## src/hdl/trim_defines.svh

```systemverilog
`ifndef TRIM_DEFINES_SVH
`define TRIM_DEFINES_SVH

// Register indices; byte address is index shifted left
`define TRIM_IDX_LOW 8'h3c
`define TRIM_IDX_HIGH 8'h3d
`define TRIM_IDX_HOLD_LOW 8'h3e
`define TRIM_IDX_STATUS 8'h50
`define TRIM_IDX_PPM 8'h51
`define TRIM_ADDR_SHIFT 2

// Reset values
`define TRIM_RESET_BYTE 8'h99
`define HOLD_RESET_BYTE 8'h00

// Trim word layout
`define TRIM_HIGH_MSB 15
`define TRIM_HIGH_LSB 8
`define TRIM_LOW_MSB 7
`define TRIM_LOW_LSB 0

// Trim value that means zero offset (39321)
`define TRIM_NOMINAL 17'h09999

// Crystal nominal in kHz (12.8 MHz)
`define XTAL_NOMINAL_KHZ 14'h3200

// One LSB = 0.0196229 ppm; in Q16 ppm this is 1286
`define PPM_PER_LSB_Q16 13'sh0506

// One LSB of 12.8 MHz * 0.0196229 ppm = 0.251173 Hz; Q16 is 16461
`define HZ_PER_LSB_Q16 16'sh404d

// Whole-ppm bounds of the Q16 ppm after flooring: +514 and -771 (floors to -772)
`define PPM_MAX_INT 14'sh0202
`define PPM_MIN_INT 14'sh3cfc

// Status word bit positions
`define STATUS_VALID_BIT 31
`define STATUS_NOMINAL_BIT 30

`endif

```

## src/hdl/trim_pkg.sv

```systemverilog
package trim_pkg;

    // Register byte
    typedef logic [7:0] byte_t;

    // Unsigned trim word
    typedef logic [15:0] trim_t;

    // Signed distance from nominal, one bit wider than the trim
    typedef logic signed [16:0] offset_t;

    // Offset in ppm, Q16
    typedef logic signed [29:0] ppm_t;

    // Offset in Hz at 12.8 MHz, Q16
    typedef logic signed [32:0] hz_t;

    // Bus handshake states, one-hot
    typedef enum logic [1:0] {
        BUS_IDLE = 2'b01,
        BUS_DONE = 2'b10
    } bus_state_t;

endpackage

```

## src/hdl/trim_if.sv

```systemverilog
`timescale 1ns/100ps

interface trim_if;
    trim_pkg::trim_t trim;
    trim_pkg::offset_t offset;
    trim_pkg::ppm_t ppm_q16;
    trim_pkg::hz_t hz_q16;
    logic nominal;

    modport regs (output trim, input offset, input ppm_q16, input hz_q16, input nominal);
    modport scaler (input trim, output offset, output ppm_q16, output hz_q16, output nominal);
endinterface

```

## src/hdl/trim_scaler.sv

```systemverilog
`timescale 1ns/100ps
`include "trim_defines.svh"

module trim_scaler (
    // Clock and reset
    input wire logic clk,
    input wire logic reset,
    // Trim in, scaled results out
    trim_if.scaler tr
);

    trim_pkg::offset_t offset_next;
    logic signed [29:0] ppm_next;
    logic signed [32:0] hz_next;

    // Unsigned trim minus nominal gives a signed offset
    always_comb begin
        offset_next = trim_pkg::offset_t'({1'b0, tr.trim} - `TRIM_NOMINAL);
        ppm_next = offset_next * `PPM_PER_LSB_Q16;
        hz_next = offset_next * `HZ_PER_LSB_Q16;
    end

    // One register stage; a full-width multiply is cheap at 50 MHz
    always_ff @(posedge clk or posedge reset) begin
        if (reset) begin
            tr.offset <= '0;
            tr.ppm_q16 <= '0;
            tr.hz_q16 <= '0;
            tr.nominal <= 1'b1;
        end else begin
            tr.offset <= offset_next;
            tr.ppm_q16 <= ppm_next;
            tr.hz_q16 <= hz_next;
            tr.nominal <= (offset_next == '0);
        end
    end

endmodule

```

## src/hdl/crystal_trim_registers.sv

```systemverilog
// Our own choice: the Avalon-MM slave port.
`timescale 1ns/100ps
`include "trim_defines.svh"

// How it works
// - Trim word is the high byte register over the low byte register.
// - Trim calibrates the 12.8 MHz crystal; an offset in Hz is derived.
// - An unsigned 16-bit trim spans +514 ppm down to -771 ppm.
// - Trim is unsigned; each step is 0.0196229 ppm.
// - Both trim byte registers are read/write and reset to 1001 1001.
module crystal_trim_registers #(
    parameter int ADDR_W = 10
) (
    // Clock and reset
    input wire logic clk,
    input wire logic reset,
    // Avalon-MM slave, byte addressed
    input wire logic [ADDR_W-1:0] avs_address,
    input wire logic avs_read,
    input wire logic avs_write,
    input wire logic [31:0] avs_writedata,
    input wire logic [3:0] avs_byteenable,
    output logic [31:0] avs_readdata,
    output logic avs_waitrequest,
    // Calibration results for the synthesiser
    output trim_pkg::trim_t trim_value,
    output trim_pkg::offset_t trim_offset,
    output trim_pkg::ppm_t trim_ppm_q16,
    output trim_pkg::hz_t trim_hz_q16,
    output logic trim_nominal,
    // Manual holdover word, low byte
    output trim_pkg::byte_t holdover_low
);

    // Decode needs the highest index plus the word shift
    generate
        if (ADDR_W < 10) begin : g_addr_check
            $error("ADDR_W too small for the register map");
        end
    endgenerate

    localparam logic [ADDR_W-1:0] ADDR_LOW = ADDR_W'(`TRIM_IDX_LOW) << `TRIM_ADDR_SHIFT;
    localparam logic [ADDR_W-1:0] ADDR_HIGH = ADDR_W'(`TRIM_IDX_HIGH) << `TRIM_ADDR_SHIFT;
    localparam logic [ADDR_W-1:0] ADDR_HOLD = ADDR_W'(`TRIM_IDX_HOLD_LOW) << `TRIM_ADDR_SHIFT;
    localparam logic [ADDR_W-1:0] ADDR_STATUS = ADDR_W'(`TRIM_IDX_STATUS) << `TRIM_ADDR_SHIFT;
    localparam logic [ADDR_W-1:0] ADDR_PPM = ADDR_W'(`TRIM_IDX_PPM) << `TRIM_ADDR_SHIFT;

    trim_pkg::bus_state_t state_reg;
    trim_pkg::byte_t trim_low_reg;
    trim_pkg::byte_t trim_high_reg;
    trim_pkg::byte_t hold_low_reg;
    trim_pkg::trim_t trim_value_reg;
    trim_pkg::offset_t offset_reg;
    trim_pkg::ppm_t ppm_reg;
    trim_pkg::hz_t hz_reg;
    logic nominal_reg;
    logic results_valid_reg;
    logic waitrequest_reg;
    logic [31:0] readdata_reg;
    logic [31:0] readdata_next;
    logic request;
    logic accept;
    logic commit_write;
    logic trim_commit;

    trim_if tr ();

    // Scaling lives in its own module to keep the multipliers apart
    trim_scaler trim_scaler_inst (
        .clk(clk),
        .reset(reset),
        .tr(tr.scaler)
    );

    assign request = avs_read | avs_write;
    // Request seen in idle: latch read data, drop waitrequest next cycle
    assign accept = request & (state_reg == trim_pkg::BUS_IDLE);
    // Write lands on the edge where the master sees waitrequest low
    assign commit_write = avs_write & (state_reg == trim_pkg::BUS_DONE);
    // A lane 0 write that lands on one of the two trim bytes
    assign trim_commit = commit_write & avs_byteenable[0]
        & ((avs_address == ADDR_LOW) | (avs_address == ADDR_HIGH));

    // One wait cycle per access, so the master never samples stale data
    always_ff @(posedge clk or posedge reset) begin
        if (reset) begin
            state_reg <= trim_pkg::BUS_IDLE;
        end else begin
            case (state_reg)
                trim_pkg::BUS_IDLE: begin
                    if (request) begin
                        state_reg <= trim_pkg::BUS_DONE;
                    end
                end
                trim_pkg::BUS_DONE: begin
                    state_reg <= trim_pkg::BUS_IDLE;
                end
                default: begin
                    state_reg <= trim_pkg::BUS_IDLE;
                end
            endcase
        end
    end

    // Waitrequest high in reset and idle, low for the completing cycle
    always_ff @(posedge clk or posedge reset) begin
        if (reset) begin
            waitrequest_reg <= 1'b1;
        end else begin
            waitrequest_reg <= ~accept;
        end
    end

    // Read mux; unmapped and reserved bits read as zero
    always_comb begin
        readdata_next = '0;
        if (avs_address == ADDR_LOW) begin
            readdata_next[7:0] = trim_low_reg;
        end else if (avs_address == ADDR_HIGH) begin
            readdata_next[7:0] = trim_high_reg;
        end else if (avs_address == ADDR_HOLD) begin
            readdata_next[7:0] = hold_low_reg;
        end else if (avs_address == ADDR_STATUS) begin
            readdata_next[16:0] = offset_reg;
            readdata_next[`STATUS_NOMINAL_BIT] = nominal_reg;
            readdata_next[`STATUS_VALID_BIT] = results_valid_reg;
        end else if (avs_address == ADDR_PPM) begin
            readdata_next = {{2{ppm_reg[29]}}, ppm_reg};
        end
    end

    // Read data captured at accept, stands through the done cycle
    always_ff @(posedge clk or posedge reset) begin
        if (reset) begin
            readdata_reg <= '0;
        end else if (accept && avs_read) begin
            readdata_reg <= readdata_next;
        end
    end

    always_ff @(posedge clk or posedge reset) begin
        if (reset) begin
            trim_low_reg <= `TRIM_RESET_BYTE;
            trim_high_reg <= `TRIM_RESET_BYTE;
        end else if (commit_write && avs_byteenable[0]) begin
            if (avs_address == ADDR_LOW) begin
                trim_low_reg <= avs_writedata[7:0];
            end else if (avs_address == ADDR_HIGH) begin
                trim_high_reg <= avs_writedata[7:0];
            end
        end
    end

    always_ff @(posedge clk or posedge reset) begin
        if (reset) begin
            hold_low_reg <= `HOLD_RESET_BYTE;
        end else if (commit_write && avs_byteenable[0] && avs_address == ADDR_HOLD) begin
            hold_low_reg <= avs_writedata[7:0];
        end
    end

    always_ff @(posedge clk or posedge reset) begin
        if (reset) begin
            trim_value_reg <= {`TRIM_RESET_BYTE, `TRIM_RESET_BYTE};
        end else begin
            trim_value_reg[`TRIM_HIGH_MSB:`TRIM_HIGH_LSB] <= trim_high_reg;
            trim_value_reg[`TRIM_LOW_MSB:`TRIM_LOW_LSB] <= trim_low_reg;
        end
    end

    // unsigned trim goes to the scaler
    assign tr.trim = trim_value_reg;

    // results registered again so every output leaves a flop
    always_ff @(posedge clk or posedge reset) begin
        if (reset) begin
            offset_reg <= '0;
            ppm_reg <= '0;
            hz_reg <= '0;
            nominal_reg <= 1'b1;
        end else begin
            offset_reg <= tr.offset;
            ppm_reg <= tr.ppm_q16;
            hz_reg <= tr.hz_q16;
            nominal_reg <= tr.nominal;
        end
    end

    // Results lag a byte write by several edges; valid only once every stage agrees,
    // so a stale offset never reads as valid while the new word is in flight
    always_ff @(posedge clk or posedge reset) begin
        if (reset) begin
            results_valid_reg <= 1'b1;
        end else begin
            results_valid_reg <= ~trim_commit
                & (trim_value_reg == {trim_high_reg, trim_low_reg})
                & (trim_value_reg == trim_pkg::trim_t'(offset_reg + `TRIM_NOMINAL));
        end
    end

    assign avs_waitrequest = waitrequest_reg;
    assign avs_readdata = readdata_reg;
    assign trim_value = trim_value_reg;
    assign trim_offset = offset_reg;
    assign trim_ppm_q16 = ppm_reg;
    assign trim_hz_q16 = hz_reg;
    assign trim_nominal = nominal_reg;
    assign holdover_low = hold_low_reg;
endmodule

```

## config.mk

```make
export PLATFORM = sky130hd
export DESIGN_NAME = crystal_trim_registers
export DESIGN_NICKNAME = d
export VERILOG_FILES = /design/src/hdl/trim_pkg.sv /design/src/hdl/trim_if.sv /design/src/hdl/trim_scaler.sv /design/src/hdl/crystal_trim_registers.sv
export VERILOG_INCLUDE_DIRS = /design/src /design/src/hdl
export SDC_FILE = /design/constraint.sdc
export NUM_CORES = 1
export LEC_CHECK = 0
export ABC_AREA = 0
export BUFFER_PORTS_ARGS = -buffer_cell sky130_fd_sc_hd__buf_2
export CAP_MARGIN = 0
export CORE_MARGIN = 2
export CORE_UTILIZATION = 43
export CTS_CLUSTER_DIAMETER = 50
export DETAILED_ROUTE_END_ITERATION = 8
export PLACE_DENSITY_LB_ADDON = 0.3
export SKIP_LAST_GASP = 1
export SYNTH_ARGS = -nofsm -noshare
export SYNTH_HDL_FRONTEND = slang
export SYNTH_SLANG_ARGS = --single-unit
```

## constraint.sdc

```tcl
create_clock -name clk -period 7.6 [get_ports clk]
set_clock_uncertainty 0.1 [all_clocks]
set_input_delay 0.76 -clock clk [delete_from_list [all_inputs] [get_ports clk]]
set_output_delay 0.76 -clock clk [all_outputs]
set_load 0.01 [all_outputs]
```

==> out/metrics.cfg <==
[routing]
post_drt_wl_per_cell_um = 16.5
drc = 0
vias = 10200
drt_iter0_drc = 531
drt_pass1_iterations = 6
antenna_left = 0
routed_wl_um = 32200
routed_via_density = 5.21

[clock_network]
cts_buffers = 25
clockRootBuffer = clkbuf_16
cts_tree = yes
cts-resized-gates = 0
clkSinkCount = 227
cts_hold_buf = 0
htree_levels = 1
clk_pin_slew_ns = 0.06
insertion_delay_ns = 0.52
post_cts_buffers = 0
clockBufferDepth = 3

[setup_path]
worst-path-max-fanout = 6
slowest_delay_ns = 0.52
endpoint_kind = flop
startpoint_type = flop
path_depth = 25
slowest_stage = fa_1
worstPathRequired_ns = 7.94
crit_top_cell = ha_1
regToRegSetupSlack_ns = 0.82
cp_num_buf_inv = 4
crit_arrival_ns = 7.12
crit_type = reg -> reg
cp_top_family = adder cells
r2r_cells = 25

[synth]
netlist_area_sq_um = 14300
yosys.area.top_type = dfrtp_1
netlist_instances = 1340
async_flop_share = 1.00
synth_commonest_cells = inv_1, dfrtp_1, ha_1
yosys_warnings = 0
ys_types = 71
syn_nets = 1644
synth_edf_count = 0
synth.top_cell.area_share = 0.360
ys.flop_type = dfrtp_1
ys_ff_latch = 227
synth_seq_area_share = 0.398
synth_most_common_cell = inv_1
synth_area_leaders = dfrtp_1, ha_1, fa_1, inv_1, dfstp_2
avgSynthCellArea_sq_um = 10.7

[timing]
grt_setup_unrepaired = no
hold_viol_final = 0
setup_violations = 0
report.final.slew_viol_count = 0
max_freq_ghz = 0.147
setup_tns_ns = 0
relSlewSlack = 0.365
post-route-period-util = 0.893
tightest_slew_ns = 0.950
period_minus_slack_ns = 6.78

[floorplanning]
rows = 66
fp.coreArea_sq_um = 32700
io_pins = 188
fp.dieH_um = 187
die_x_um = 187
die-area_sq_um = 34800
initial_core_util = 0.438

[global_routing]
antenna_found_initial = 0
grt_pass1_vias = 10300
grt_use_total = 0.187
grt_pass1_wl_um = 53300
grt_max_degree = 95
grt_overflow = 0

[finish]
nNetsFinal = 1797
final-instance-count-excl-fill = 1952
largest_register_ffs = 33
n_fill_cell = 3034
area_growth_pct = 14.3
n_antenna_cell = 0
final_area_sq_um = 16400
layout-drive-gt1-share = 0.180

[hold_path]
hp-class = in -> async

[place]
placed_cell_area_sq_um = 15600
hpwl_um = 25000
place_inst = 1908
place_congestion = 0.871
port_buffers = 159

[power_and_ir_drop]
cellPowerDensity_nw_per_um2 = 170
total_leakage_power_nw = 8.40
ir_drop_v = 0.000134

[outcome]
outcome = finished clean

[run]
max-cap-violations = 0

-- cells by family after synthesis --
group / share of synthesized area
buf+inv: 0.0715
other cells: 0.000262
xor+xnor: 0.0615
fa+ha+maj: 0.256
simple gates: 0.0730
mux: 0.0286
flops: 0.398
compound gates: 0.111
-- area by class of cell --
cell class	instances	area, sq um	area share
clock buffer	33	686	0.0418
clock inverter	11	104	0.00634
inverter	215	815	0.0497
multi-input combinational	849	7600	0.464
sequential	227	5710	0.348
tap	442	553	0.0338
timing repair buffer	175	916	0.0559
-- stage by stage --
stage / power [mW] / util / hold slack [ns] / setup slack [ns]
floorplan: 1.54 / - / 0.231 / 0.555
global placement: 1.65 / 0.477 / 0.232 / 0.930
detailed placement: 1.65 / 0.477 / 0.235 / 0.889
CTS: 2.81 / 0.501 / 0.248 / 0.833
global route: 2.91 / 0.501 / 0.251 / 0.289
finish: 2.78 / 0.501 / 0.229 / 0.816
-- layout by cell type (no fill, tap or decap), types with 11 or more instances in the layout --
master | Yosys | final
buf_2 | 3 | 159
clkbuf_16 | 0 | 25
o21ai_0 | 53 | 53
a21o_1 | 19 | 19
dfrtp_1 | 206 | 206
dfstp_2 | 21 | 21
mux2_2 | 24 | 24
fa_1 | 65 | 65
mux2i_1 | 14 | 14
nand4_1 | 11 | 11
a21oi_1 | 67 | 67
xor2_1 | 40 | 40
nand3_1 | 20 | 20
nor2_1 | 55 | 55
nor3_1 | 15 | 15
nand2_1 | 72 | 72
xnor2_1 | 57 | 57
buf_4 | 6 | 16
ha_1 | 189 | 189
inv_1 | 213 | 212
a22o_1 | 12 | 12
-- worst register-to-register path, cell delays in order, from the launching register on --
cell and delay, ns:
dfrtp_1 0.45, inv_1 0.15, ha_1 0.25, nand2b_4 0.07
a311o_1 0.39, a311o_1 0.45, a31oi_4 0.22, xnor2_2 0.23
inv_2 0.16, nor2_1 0.19, nor2_1 0.06, ha_1 0.29
ha_1 0.21, fa_1 0.44, fa_1 0.49, inv_1 0.05
fa_1 0.52, inv_1 0.04, ha_1 0.35, a21oi_1 0.23
o21ai_0 0.12, a41o_1 0.25, a21o_1 0.19, a221o_1 0.34
a41oi_1 0.27, xnor2_1 0.17
-- power breakdown --
part	internal, mW	total (mW)	switching, mW
registers	1.29	1.32	0.0287
clock network	0.672	1.16	0.486
logic	0.112	0.306	0.195
total	2.07	2.78	0.709
-- per-layer routing --
layer	global-route usage	vias to the layer above	wire, um
met1	0.244	5064	13900
met4	0.0498	0	712
met2	0.329	263	16000
li1	-	4789	-
met5	0	-	0
met3	0.0244	47	1510
-- final timing paths --
check | startpoint | end
worst max register to register | trim_value[1]$_DFF_PP0_ | trim_scaler_inst.tr.hz_q16[26]$_DFF_PP0_
worst max-delay path | trim_value[1]$_DFF_PP0_ | trim_scaler_inst.tr.hz_q16[26]$_DFF_PP0_
worst min-delay path | reset | avs_readdata[4]$_DFFE_PP0P_
min in group clk | trim_scaler_inst.tr.offset[15]$_DFF_PP0_ | trim_offset[15]$_DFF_PP0_
worst min register to register | trim_scaler_inst.tr.offset[15]$_DFF_PP0_ | trim_offset[15]$_DFF_PP0_
max in group asynchronous | reset | trim_scaler_inst.tr.ppm_q16[25]$_DFF_PP0_
No activity file was read; power rests on OpenSTA's default activity.
